[src/logic/cgp_pkg.sv]
// Constants for the second multipurpose pin and bus-pin general I/O block.
// Assumes a 100 MHz core clock; register port is the device's internal 8-bit map.
package cgp_pkg;
    localparam logic [6:0] CGP_OFF_PIN2_CTRL = 7'h63;
    localparam logic [6:0] CGP_OFF_BUS_GPIO = 7'h64;
    localparam logic [7:0] CGP_RESET_VAL = 8'h00;

    // Field positions
    localparam int CGP_FN_HI = 7;
    localparam int CGP_FN_LO = 4;
    localparam int CGP_OUT_BIT = 3;
    localparam int CGP_IN_BIT = 2;
    localparam int CGP_REP_BIT = 1;
    localparam int CGP_RSV_BIT = 0;
    localparam int CGP_SDA_MODE_HI = 7;
    localparam int CGP_SDA_MODE_LO = 6;
    localparam int CGP_SDA_OUT_BIT = 5;
    localparam int CGP_SDA_IN_BIT = 4;
    localparam int CGP_SCL_MODE_HI = 3;
    localparam int CGP_SCL_MODE_LO = 2;
    localparam int CGP_SCL_OUT_BIT = 1;
    localparam int CGP_SCL_IN_BIT = 0;

    // Function codes of the second pin
    localparam logic [3:0] CGP_FN_DISABLED = 4'h0;
    localparam logic [3:0] CGP_FN_RESERVED = 4'h1;
    localparam logic [3:0] CGP_FN_JACK_IRQ = 4'h2;
    localparam logic [3:0] CGP_FN_GP_IN = 4'h3;
    localparam logic [3:0] CGP_FN_GP_OUT = 4'h4;
    localparam logic [3:0] CGP_FN_DMIC_A = 4'h5;
    localparam logic [3:0] CGP_FN_DMIC_B = 4'h6;
    localparam logic [3:0] CGP_FN_DMIC_C = 4'h7;
    localparam logic [3:0] CGP_FN_BCLK = 4'h8;
    localparam logic [3:0] CGP_FN_HS_BTN = 4'h9;
    localparam logic [3:0] CGP_FN_ALL4 = 4'ha;
    localparam logic [3:0] CGP_FN_SC_AGC = 4'hb;
    localparam logic [3:0] CGP_FN_SC_A = 4'hc;
    localparam logic [3:0] CGP_FN_UNDEF = 4'hd;
    localparam logic [3:0] CGP_FN_SC_B = 4'he;
    localparam logic [3:0] CGP_FN_BTN = 4'hf;

    // Bus-pin modes
    localparam logic [1:0] CGP_BUS_OFF = 2'b00;
    localparam logic [1:0] CGP_BUS_IN = 2'b01;
    localparam logic [1:0] CGP_BUS_OUT = 2'b10;

    // Pulse timing
    localparam int CGP_CLK_HZ = 100_000_000;
    localparam int CGP_PULSE_US = 2000;
    localparam int CGP_JACK_PULSE_US = 1750;
    localparam int CGP_PULSE_CYC = CGP_PULSE_US * (CGP_CLK_HZ / 1_000_000);
    localparam int CGP_JACK_PULSE_CYC = CGP_JACK_PULSE_US * (CGP_CLK_HZ / 1_000_000);

    typedef enum logic [2:0] {
        CGP_ST_IDLE = 3'b001,
        CGP_ST_HIGH = 3'b010,
        CGP_ST_LOW = 3'b100
    } cgp_pulse_st_t;
endpackage : cgp_pkg

[src/logic/cgp_pin_ctrl.sv]
// Second multipurpose pin function logic and bus-pin (SDA/SCL) general I/O.
// Registers are reached through the device's internal 8-bit register port,
// which the control-bus slave drives; interrupt sources arrive from the
// detection logic on clk; pins arrive asynchronously and are synchronised.
`timescale 1ns/1ps
// Contract
// - Bits 7:4 pick pin function: 0000 off, 0011 input, 0100 output, 0001 reserved.
// - Code 0010 drives active-high jack detect interrupt, about 1.75 ms.
// - Codes 0101-0111 take microphone data, sampled on both clock edges.
// - Code 1000 uses the pin as bit clock, direction set elsewhere.
// - Code 1001 outputs headset OR button interrupt.
// - Code 1010 outputs headset, button, short-circuit, gain-noise OR.
// - Code 1011 outputs short-circuit OR noise; 1100 and 1110 short-circuit only.
// - Code 1111 outputs button or hookswitch interrupt.
// - Bit 3 sets the general output level.
// - Read-only bit 2 shows the pin level in general input mode.
// - Bit 1 clear gives one 2 ms pulse (1.75 ms for code 0010); set repeats until flags read.
// - SDA mode bits 7:6: 00 off, 01 input, 10 output; 11 never written.
// - SDA output: bit 5 low pulls down, high releases the pin.
// - Bit 4 shows sampled SDA level in input mode.
// - SCL mode bits 3:2: 00 off, 01 input, 10 output; 11 never written.
// - SCL output: bit 1 low pulls down, high releases the pin.
// - Bit 0 shows sampled SCL level in input mode.
// - SDA and SCL are only ever pulled low, never driven high.
// - SDA/SCL general controls act only when the SPI interface is selected.
module cgp_pin_ctrl
    import cgp_pkg::*;
#(
    parameter int PULSE_CYC = CGP_PULSE_CYC,
    parameter int JACK_PULSE_CYC = CGP_JACK_PULSE_CYC,
    parameter int CNT_W = 18
) (
    // Clock and reset
    input wire logic clk,
    input wire logic rst_n,
    // Register port
    input wire logic reg_wr,
    input wire logic reg_rd,
    input wire logic [6:0] reg_addr,
    input wire logic [7:0] reg_wdata,
    output logic [7:0] reg_rdata,
    output logic reg_hit,
    // Interrupt sources and flags-read strobe
    input wire logic irq_headset,
    input wire logic irq_button,
    input wire logic irq_short,
    input wire logic irq_agc_noise,
    input wire logic flags_read,
    // Control-bus select strap level, high for SPI
    input wire logic spi_select,
    // Second multipurpose pin
    input wire logic pin2_i,
    output logic pin2_o,
    output logic pin2_oe,
    // Bit clock use of the pin
    input wire logic bclk_out,
    input wire logic bclk_master,
    output logic bclk_in,
    // Digital microphone
    input wire logic dmic_clk,
    output logic dmic_rise_data,
    output logic dmic_fall_data,
    output logic dmic_en,
    // Bus pins, open drain
    input wire logic sda_i,
    output logic sda_o,
    output logic sda_oe,
    input wire logic scl_i,
    output logic scl_o,
    output logic scl_oe
);
    logic [7:0] ctrl_q;
    logic [7:0] bus_q;
    logic pin2_sync;
    logic sda_sync;
    logic scl_sync;
    logic spi_sync;
    logic dclk_sync;
    logic dclk_prev_q;
    logic rise_q;
    logic fall_q;
    logic src_q;
    logic irq_pulse;
    logic [7:0] rdata_q;

    // Synchronisers for every asynchronous pin
    cgp_sync3 u_sync_pin2 (.clk(clk), .rst_n(rst_n), .din(pin2_i), .dout(pin2_sync));
    cgp_sync3 u_sync_sda (.clk(clk), .rst_n(rst_n), .din(sda_i), .dout(sda_sync));
    cgp_sync3 u_sync_scl (.clk(clk), .rst_n(rst_n), .din(scl_i), .dout(scl_sync));
    cgp_sync3 u_sync_sel (.clk(clk), .rst_n(rst_n), .din(spi_select), .dout(spi_sync));
    cgp_sync3 u_sync_dclk (.clk(clk), .rst_n(rst_n), .din(dmic_clk), .dout(dclk_sync));

    // Field decode
    wire [3:0] fn = ctrl_q[CGP_FN_HI:CGP_FN_LO];
    wire out_val = ctrl_q[CGP_OUT_BIT];
    wire repeat_en = ctrl_q[CGP_REP_BIT];
    wire [1:0] sda_mode = bus_q[CGP_SDA_MODE_HI:CGP_SDA_MODE_LO];
    wire [1:0] scl_mode = bus_q[CGP_SCL_MODE_HI:CGP_SCL_MODE_LO];

    wire fn_gp_in = (fn == CGP_FN_GP_IN);
    wire fn_gp_out = (fn == CGP_FN_GP_OUT);
    wire fn_dmic = (fn == CGP_FN_DMIC_A) || (fn == CGP_FN_DMIC_B)
        || (fn == CGP_FN_DMIC_C);
    wire fn_bclk = (fn == CGP_FN_BCLK);
    wire fn_jack = (fn == CGP_FN_JACK_IRQ);

    // Interrupt source selection by function code
    logic src_sel;
    logic fn_irq;
    always_comb begin
        src_sel = 1'b0;
        fn_irq = 1'b1;
        case (fn)
            CGP_FN_JACK_IRQ: src_sel = irq_headset;
            CGP_FN_HS_BTN: src_sel = irq_headset | irq_button;
            CGP_FN_ALL4: begin
                src_sel = irq_headset | irq_button | irq_short | irq_agc_noise;
            end
            CGP_FN_SC_AGC: src_sel = irq_short | irq_agc_noise;
            CGP_FN_SC_A, CGP_FN_SC_B: src_sel = irq_short;
            CGP_FN_BTN: src_sel = irq_button;
            CGP_FN_UNDEF: fn_irq = 1'b0;
            default: fn_irq = 1'b0;
        endcase
    end

    // Start a pulse on each new assertion of the selected source while the pulse generator is idle
    wire trig = src_sel && !src_q;
    wire [CNT_W-1:0] len = fn_jack ? CNT_W'(JACK_PULSE_CYC - 1)
        : CNT_W'(PULSE_CYC - 1);

    cgp_pulse_gen #(.CNT_W(CNT_W)) u_pulse (
        .clk(clk),
        .rst_n(rst_n),
        .trig(trig),
        .repeat_en(repeat_en),
        .flags_read(flags_read),
        .len(len),
        .pulse(irq_pulse)
    );

    // Microphone data: capture the pin on each clock edge seen in clk domain.
    // Edge detect uses the settled synchroniser output only.
    wire dclk_rise = dclk_sync && !dclk_prev_q;
    wire dclk_fall = !dclk_sync && dclk_prev_q;

    always_ff @(posedge clk) begin
        if (!rst_n) begin
            src_q <= 1'b0;
            dclk_prev_q <= 1'b0;
            rise_q <= 1'b0;
            fall_q <= 1'b0;
        end else begin
            src_q <= src_sel & fn_irq;
            dclk_prev_q <= dclk_sync;
            if (fn_dmic && dclk_rise) begin
                rise_q <= pin2_sync;
            end
            if (fn_dmic && dclk_fall) begin
                fall_q <= pin2_sync;
            end
        end
    end

    assign dmic_rise_data = rise_q;
    assign dmic_fall_data = fall_q;
    assign dmic_en = fn_dmic;
    assign bclk_in = fn_bclk ? pin2_sync : 1'b0;

    // Pin drive: output level, interrupt pulse, or bit clock when master
    assign pin2_oe = fn_gp_out || (fn_irq && !fn_dmic) || (fn_bclk && bclk_master);
    assign pin2_o = fn_gp_out ? out_val
        : fn_bclk ? bclk_out
        : (fn_irq & irq_pulse);

    // Bus pins: pull-down only, gated by the SPI selection
    wire sda_gp_out = spi_sync && (sda_mode == CGP_BUS_OUT);
    wire scl_gp_out = spi_sync && (scl_mode == CGP_BUS_OUT);
    wire sda_gp_in = spi_sync && (sda_mode == CGP_BUS_IN);
    wire scl_gp_in = spi_sync && (scl_mode == CGP_BUS_IN);
    assign sda_o = 1'b0;
    assign scl_o = 1'b0;
    assign sda_oe = sda_gp_out && !bus_q[CGP_SDA_OUT_BIT];
    assign scl_oe = scl_gp_out && !bus_q[CGP_SCL_OUT_BIT];

    // Register writes store all eight bits; read-only positions are replaced on read
    wire wr_ctrl = reg_wr && (reg_addr == CGP_OFF_PIN2_CTRL);
    wire wr_bus = reg_wr && (reg_addr == CGP_OFF_BUS_GPIO);

    always_ff @(posedge clk) begin
        if (!rst_n) begin
            ctrl_q <= CGP_RESET_VAL;
            bus_q <= CGP_RESET_VAL;
        end else begin
            if (wr_ctrl) begin
                ctrl_q <= reg_wdata;
            end
            if (wr_bus) begin
                bus_q <= reg_wdata;
            end
        end
    end

    // Read view: live input bits replace stored read-only positions
    logic [7:0] ctrl_view;
    logic [7:0] bus_view;
    always_comb begin
        ctrl_view = ctrl_q;
        ctrl_view[CGP_IN_BIT] = fn_gp_in & pin2_sync;
        ctrl_view[CGP_RSV_BIT] = 1'b0;
        bus_view = bus_q;
        bus_view[CGP_SDA_IN_BIT] = sda_gp_in & sda_sync;
        bus_view[CGP_SCL_IN_BIT] = scl_gp_in & scl_sync;
    end

    wire hit = (reg_addr == CGP_OFF_PIN2_CTRL) || (reg_addr == CGP_OFF_BUS_GPIO);
    wire [7:0] rd_sel = (reg_addr == CGP_OFF_PIN2_CTRL) ? ctrl_view
        : (reg_addr == CGP_OFF_BUS_GPIO) ? bus_view : 8'h00;

    always_ff @(posedge clk) begin
        if (!rst_n) begin
            rdata_q <= 8'h00;
        end else if (reg_rd) begin
            rdata_q <= rd_sel;
        end
    end

    assign reg_rdata = rdata_q;
    assign reg_hit = hit;
endmodule : cgp_pin_ctrl

[src/logic/cgp_pulse_gen.sv]
// Interrupt pulse shaper for the second pin.
// A rising source starts one high pulse; in repeat mode high and low phases
// alternate until the host reads the interrupt flags register.
`timescale 1ns/1ps
module cgp_pulse_gen
    import cgp_pkg::*;
#(
    parameter int CNT_W = 18
) (
    // Clock and reset
    input wire logic clk,
    input wire logic rst_n,
    // Control
    input wire logic trig,
    input wire logic repeat_en,
    input wire logic flags_read,
    input wire logic [CNT_W-1:0] len,
    // Output
    output logic pulse
);
    cgp_pulse_st_t st_q;
    cgp_pulse_st_t st_d;
    logic [CNT_W-1:0] cnt_q;
    logic [CNT_W-1:0] cnt_d;
    logic out_q;
    // Stop request is sticky; a new trigger in the same cycle wins over it
    logic stop_q;
    wire last = (cnt_q == '0);

    always_comb begin
        st_d = st_q;
        cnt_d = last ? cnt_q : cnt_q - 1'b1;
        case (st_q)
            CGP_ST_IDLE: begin
                if (trig) begin
                    st_d = CGP_ST_HIGH;
                    cnt_d = len;
                end
            end
            CGP_ST_HIGH: begin
                if (last) begin
                    st_d = (repeat_en && !stop_q) ? CGP_ST_LOW : CGP_ST_IDLE;
                    cnt_d = len;
                end
            end
            CGP_ST_LOW: begin
                if (stop_q || !repeat_en) begin
                    st_d = CGP_ST_IDLE;
                end else if (last) begin
                    st_d = CGP_ST_HIGH;
                    cnt_d = len;
                end
            end
            default: begin
                st_d = CGP_ST_IDLE;
            end
        endcase
    end

    always_ff @(posedge clk) begin
        if (!rst_n) begin
            st_q <= CGP_ST_IDLE;
            cnt_q <= '0;
            out_q <= 1'b0;
            stop_q <= 1'b0;
        end else begin
            st_q <= st_d;
            cnt_q <= cnt_d;
            out_q <= (st_d == CGP_ST_HIGH);
            if (trig) begin
                stop_q <= 1'b0;
            end else if (flags_read) begin
                stop_q <= 1'b1;
            end
        end
    end

    assign pulse = out_q;
endmodule : cgp_pulse_gen

[src/logic/cgp_sync3.sv]
// Three-stage synchroniser for a pin input.
// Output changes only once the second and third stages agree.
`timescale 1ns/1ps
module cgp_sync3 (
    // Clock and reset
    input wire logic clk,
    input wire logic rst_n,
    // Data
    input wire logic din,
    output logic dout
);
    logic s1_q;
    logic s2_q;
    logic s3_q;
    logic out_q;
    wire agree = (s2_q == s3_q);

    always_ff @(posedge clk) begin
        if (!rst_n) begin
            s1_q <= 1'b0;
            s2_q <= 1'b0;
            s3_q <= 1'b0;
            out_q <= 1'b0;
        end else begin
            s1_q <= din;
            s2_q <= s1_q;
            s3_q <= s2_q;
            if (agree) begin
                out_q <= s3_q;
            end
        end
    end

    assign dout = out_q;
endmodule : cgp_sync3

[config.mk]
export PLATFORM = sky130hd
export DESIGN_NAME = cgp_pin_ctrl
export DESIGN_NICKNAME = d
export VERILOG_FILES = /design/src/logic/cgp_pkg.sv /design/src/logic/cgp_pin_ctrl.sv /design/src/logic/cgp_pulse_gen.sv /design/src/logic/cgp_sync3.sv
export SDC_FILE = /design/constraint.sdc
export NUM_CORES = 1
export LEC_CHECK = 0
export ABC_CLOCK_PERIOD_IN_PS = 2600
export BUFFER_PORTS_ARGS = -buffer_cell sky130_fd_sc_hd__buf_4
export CAP_MARGIN = 20
export CORE_MARGIN = 2
export CORE_UTILIZATION = 31
export DETAILED_ROUTE_END_ITERATION = 8
export HOLD_SLACK_MARGIN = 0.08
export PLACE_DENSITY = 0.51
export SYNTH_ARGS = -nofsm -noshare
export SYNTH_HDL_FRONTEND = slang
export SYNTH_HIERARCHICAL = 1
export SYNTH_SLANG_ARGS = --single-unit
[constraint.sdc]
create_clock -name clk -period 2.6 [get_ports clk]
set_input_delay 0.52 -clock clk [delete_from_list [all_inputs] [get_ports clk]]
set_output_delay 0.52 -clock clk [all_outputs]
set_load 0.05 [all_outputs]
After elaboration in Yosys (flattened, before gate mapping):

Index checks and enable logic that the tools add are counted.

* word-level logic and storage cells: 123
* register bits after elaboration: 71
* output and inout port bits: 19
* input bits: 31

* reductions and logical operators: 34
* multiplexer cells: 19
* equal/unequal tests: 28
* bitwise gates (word level): 10
* add/subtract/negate cells: 1

Operator list (number)
* $mux 18: 4
* $pmux 18 s3: 1
* $eq 4x4->1 const B: 7
* $logic_not 18->1: 1
* $sub 18x1->18 const B: 1
* $mux 17: 1
* $eq 4x3->1 const B: 4
* $logic_and 1x1->1: 16
* $mux 8: 2
* $mux 3: 5
* $eq 7x7->1 const B: 2
* $pmux 3 s3: 1
* $eq 4x2->1 const B: 2
* $logic_not 1->1: 8
* $reduce_or 7->1: 1
* $eq 3x2->1 const B: 2
* $logic_or 1x1->1: 6
* $pmux 1 s6: 1
* $and 1x1->1: 5
* $eq 1x1->1: 5
* $eq 2x1->1 const B: 2
* $eq 2x2->1 const B: 2
* $mux 1: 4
* $or 1x1->1: 4
* 4 further kinds: 5

Longest topological paths before layout:

* depth after elaboration: 8
* depth in mapped cells: 10
* gate-level depth less buffers: 8

By module:

The synthesis kept the hierarchy.

Modules (own cells, without submodules)
* cgp_pulse_gen: times used 1, cells an instance 146, sequential area each 460.4 µm², area each 1287.5 µm²
* cgp_pin_ctrl: times used 1, cells an instance 151, sequential area each 480.5 µm², area each 1283.7 µm²
* cgp_sync3: times used 5, cells an instance 10, sequential area each 80.1 µm², area each 116.4 µm²

Worst setup path before layout:

No wires, ideal clock.

* kind: in2reg
* start point: input port irq_button
* end point: register u_pulse.cnt_q[0]
* setup time: 0.122 ns
* cell stages on the path: 8
* arrival time: 2.050 ns
* path slack: 0.428 ns
* path buffers: 0
* data required time: 2.478 ns
* cells stage by stage: or2_2 a41oi_1 o221a_2 nor2_1 nand4bb_1 o41a_1 nor2_2 a221o_1

* longest elaborated chain between the ends: 7

RTL lines
* start, declared: RTL line cgp_pin_ctrl.sv:45 `input wire logic irq_button,`
* $or 1x1->1: RTL line cgp_pin_ctrl.sv:115, cgp_pin_ctrl.sv:117
* $or 1x1->1 (2 in a row): RTL line cgp_pin_ctrl.sv:117 `src_sel = irq_headset | irq_button | irq_short | irq_agc_noise;`
* $pmux 1 s6 (*): RTL line cgp_pin_ctrl.sv:113 `case (fn)`
* $logic_and 1x1->1 (*): RTL line cgp_pin_ctrl.sv:128 `wire trig = src_sel && !src_q;`
* net trig: RTL line cgp_pin_ctrl.sv:128
* $mux 18 (*): RTL line cgp_pulse_gen.sv:35 `if (trig) begin`
* $pmux 18 s3 (*): RTL line cgp_pulse_gen.sv:33 `case (st_q)`
* end signal, assigned: RTL line cgp_pulse_gen.sv:68 `cnt_q <= cnt_d;`
* end, declared: RTL line cgp_pulse_gen.sv:23 `logic [CNT_W-1:0] cnt_q;`

Mark *: on every way through the listed nets, which the timed path passes. The rest lies on a longest branch.
A chain may end at the register's enable or synchronous reset.

Final worst setup path:

* start point: register ctrl_q[5]
* end point: register u_pulse.cnt_q[7]

* longest elaborated chain between the ends: 6
* elaborated cells between the ends (all ways): 15
* classes of those cells: 7 x eq/ne; 6 x mux; 2 x reduce/logical

RTL lines
* start, declared: RTL line cgp_pin_ctrl.sv:72 `logic [7:0] ctrl_q;`
* start signal, assigned: RTL line cgp_pin_ctrl.sv:196 `ctrl_q <= reg_wdata;`
* $eq 4x4->1: RTL line cgp_pin_ctrl.sv:113
* $reduce_or 2->1: RTL line cgp_pin_ctrl.sv:113
* $pmux 1 s6 (*): RTL line cgp_pin_ctrl.sv:113
* $logic_and 1x1->1 (*): RTL line cgp_pin_ctrl.sv:128
* net trig: RTL line cgp_pin_ctrl.sv:128
* $mux 18 (*): RTL line cgp_pulse_gen.sv:35
* $pmux 18 s3 (*): RTL line cgp_pulse_gen.sv:33

Marked as above.

==> impl_metrics.csv <==
group,metric,value,unit
clock_tree,cts_setup_buffers,0,
sta,fmax,428,MHz
die,die_area,11000,um^2
placed_design,place_ws,88.0,ps
worst_hold_path,hp-class,"primary input to flip-flop",
global_routing,grt_max_degree,37,
clock_tree,hold_buffers,0,
placed_design,numPlacedInstances,533,
clock_tree,cts_resized,0,
flow_run,maxCapViolations,0,
sta,slew_headroom,0.626,
drt,first_pass_iters,4,
pwr,internal_power,2280,uW
clock_tree,clk_pin_slew,90,ps
pwr,p_seq_frac,0.358,
finish,drive_gt1_frac,0.240,
clock_tree,cts_buffers,9,
die,core_region_area,9820,um^2
sta,fin_tns_setup,0,ps
die,ios,50,
placed_design,dpl_cell_area,3700,um^2
pwr,max-vdd-ir-drop,0.304,mV
synth,ys_async_sr_fraction,0,
drt,vias,2661,
global_routing,grt_pass1_wl,12.4,mm
pwr,powerDensity,913,nW/um^2
worst_setup_path,cp_data_arrival_time,2580,ps
die,initial_core_util,0.321,
drt,vias_per_cell,4.85,
pwr,p_switching,1310,uW
synth,synth-adder-area-share,0.00794,
drt,ant_nets,0,
global_routing,grt_usage,0.141,
pwr,p_comb_frac,0.360,
global_routing,antenna_found_initial,0,
placed_design,io_buffers,46,
synth,yosys.area_share.simple,0.279,
sta,period_minus_slack,2330,ps
clock_tree,root_buffer,"clkbuf_8",
synth,synth_area,3150,um^2
sta,rsz0062_at_grt,"false",
drt,dr.first_iter.drc_count,79,
synth,ys_seq_area_frac,0.425,
pwr,p_total,3590,uW
global_routing,use_met2,0.217,
die,fp.dieH,105,um
global_routing,grt_use_met3,0.0418,
finish,final_common_cell,"dfxtp_1",
die,die_w,105,um
synth,ys_types,69,
pwr,pwr-share-clk,0.282,
finish,antennaDiodeCount,0,
drt,wl_per_cell,13.3,um
finish,fin_nets,444,
placed_design,gp_congestion,0.837,
sta,hold_viol,0,
synth,syn_avg_cell_area,9.09,um^2
synth,synth_compound_area_frac,0.205,
pwr,leakagePower,0.00150,uW
worst_setup_path,worstPathMaxFanout,8,
global_routing,first_global_vias,2486,
synth,synth_top_family_by_area,"simple AND/OR/NAND/NOR gates",
clock_tree,clock_latency,350,ps
synth,synthCells,347,
sta,worst_pin_slew,555,ps
drt,remaining_drc_errors,0,
sta,period_share,0.898,
synth,synth_flop_cell,"dfxtp_1",
finish,final_cell_mix,"67 x dfxtp_1, 61 x buf_4, 26 x nand2_1, 26 x o21ai_0, 22 x nand3_1",
worst_setup_path,worstPathRequired,2840,ps
clock_tree,cts_tree,"done",
worst_setup_path,worst-setup-path-type,"flip-flop to flip-flop",
finish,synthToLayoutAreaGrowth,24.6,%
sta,finalSetupViolCount,0,
drt,drt_wl_total,7.32,mm
die,num_rows,36,
worst_setup_path,critPathCaptureType,"flip-flop",
outcome,status,"finished clean",
sta,finalClockSkew,9.79,ps
synth,synth_mux_area_frac,0.00952,
synth,synth_edf_count,0,
synth,synth_xor_area_frac,0.0278,
clock_tree,cts_max_level,3,
synth,yosys_register_bits,67,
placed_design,dp_hpwl,5.44,mm
finish,postLayoutCellArea,3930,um^2
global_routing,grt-ovfl-total,0,
pwr,p_sw_frac,0.364,
sta,drv_slew,0,
clock_tree,cts.path.max_buffers,2,
clock_tree,numClockSinks,67,
global_routing,busiest_layer,"met2",
synth,ys_warn_count,6,
finish,fin_cells,549,
global_routing,met1_usage,0.187,
sta,layout_setup_ws,266,ps
worst_setup_path,start_kind,"flip-flop",
worst paths after layout:
path	startpoint	endpoint	slack (ps)	cells after the start
hold / removal	scl_i	u_sync_scl/s1_q	370	2
setup / recovery	ctrl_q[5]	u_pulse/cnt_q[7]	270	8
hold reg to reg	u_sync_dclk/s1_q	u_sync_dclk/s2_q	430	1
setup reg to reg	ctrl_q[5]	u_pulse/cnt_q[7]	270	8
per-layer routing:
layer | share of wire | wire [um]
met5 | 0 | 0
met1 | 0.49 | 3560
met4 | 0.015 | 111
met2 | 0.46 | 3380
met3 | 0.036 | 264
critical path: stages (launching register included):
cell	delay [ps]
dfxtp_1	480
and4bb_2	260
a41oi_1	40
o221a_2	280
nor2_1	160
nand4bb_1	250
o41a_1	270
buf_4	200
o221a_2	260
logic make-up after synthesis:
family,Yosys count
and+or+nand+nor,142
AOI/OAI and AO/OA,97
DFF,67
buffers and inverters,24
xor gates and xnor gates,10
muxes,3
adders and majority gates,2
other,2
flip-flops by register name, summed over array words and instances, names as in the netlist, 3 cells and up:
| register | count |
|---|---|
| u_pulse/cnt_q | 18 |
| reg_rdata | 8 |
| bus_q | 6 |
| ctrl_q | 6 |
| u_pulse/st_q | 3 |
Yosys cell counts (2+ instances only):
library cell	number	area, um^2
nor4b_4	2	47.6
mux2i_1	3	30.0
o21ai_0	26	130
a21boi_1	6	45.0
conb_1	2	7.51
nand2_1	26	97.6
buf_2	5	25.0
buf_4	5	37.5
or4_1	2	15.0
clkbuf_1	4	15.0
and2_1	14	87.6
nand3b_1	4	30.0
a31oi_1	5	31.3
o221a_2	2	22.5
nor2b_1	6	37.5
inv_1	5	18.8
nor3_1	12	60.1
o2bb2ai_1	5	43.8
o21a_1	2	15.0
xnor2_1	8	70.1
dfxtp_1	67	1340
nand3_1	22	110
xor2_1	2	17.5
o21ai_1	13	65.1
nor4bb_1	2	20.0
ha_1	2	25.0
or3_1	4	25.0
nor4_1	6	37.5
nand2b_1	2	12.5
a21oi_1	14	70.1
and2b_1	2	15.0
buf_6	3	33.8
and4b_1	2	20.0
and2_2	5	37.5
nor2_1	14	52.6
and4bb_2	2	25.0
a22oi_1	9	67.6
area by class of cell:
class                      instances  area (um^2)
sequential                        67         1340
clock buffer                       9          124
fill                            1039         5890
timing repair buffer              61          458
multi-input combinational        266         1710
inverter                           6         22.5
clock inverter                     7          106
tap                              133          166
power groups by stage:
stage	Clock (uW)	Combinational, uW	Sequential [uW]
floorplan	0	1020	1290
global placement	0	1280	1310
detailed placement	0	1290	1310
CTS	1050	1300	1290
global route	1110	1450	1310
finish	1010	1290	1290
per-stage QoR:
step | utilization | hold slack, ps
2_1_floorplan | - | 406
3_3_place_gp | 0.377 | 408
3_5_place_dp | 0.377 | 411
4_1_cts | 0.400 | 348
5_1_grt | 0.400 | 341
6_report | 0.400 | 367
(Power assumes the default switching activity.)
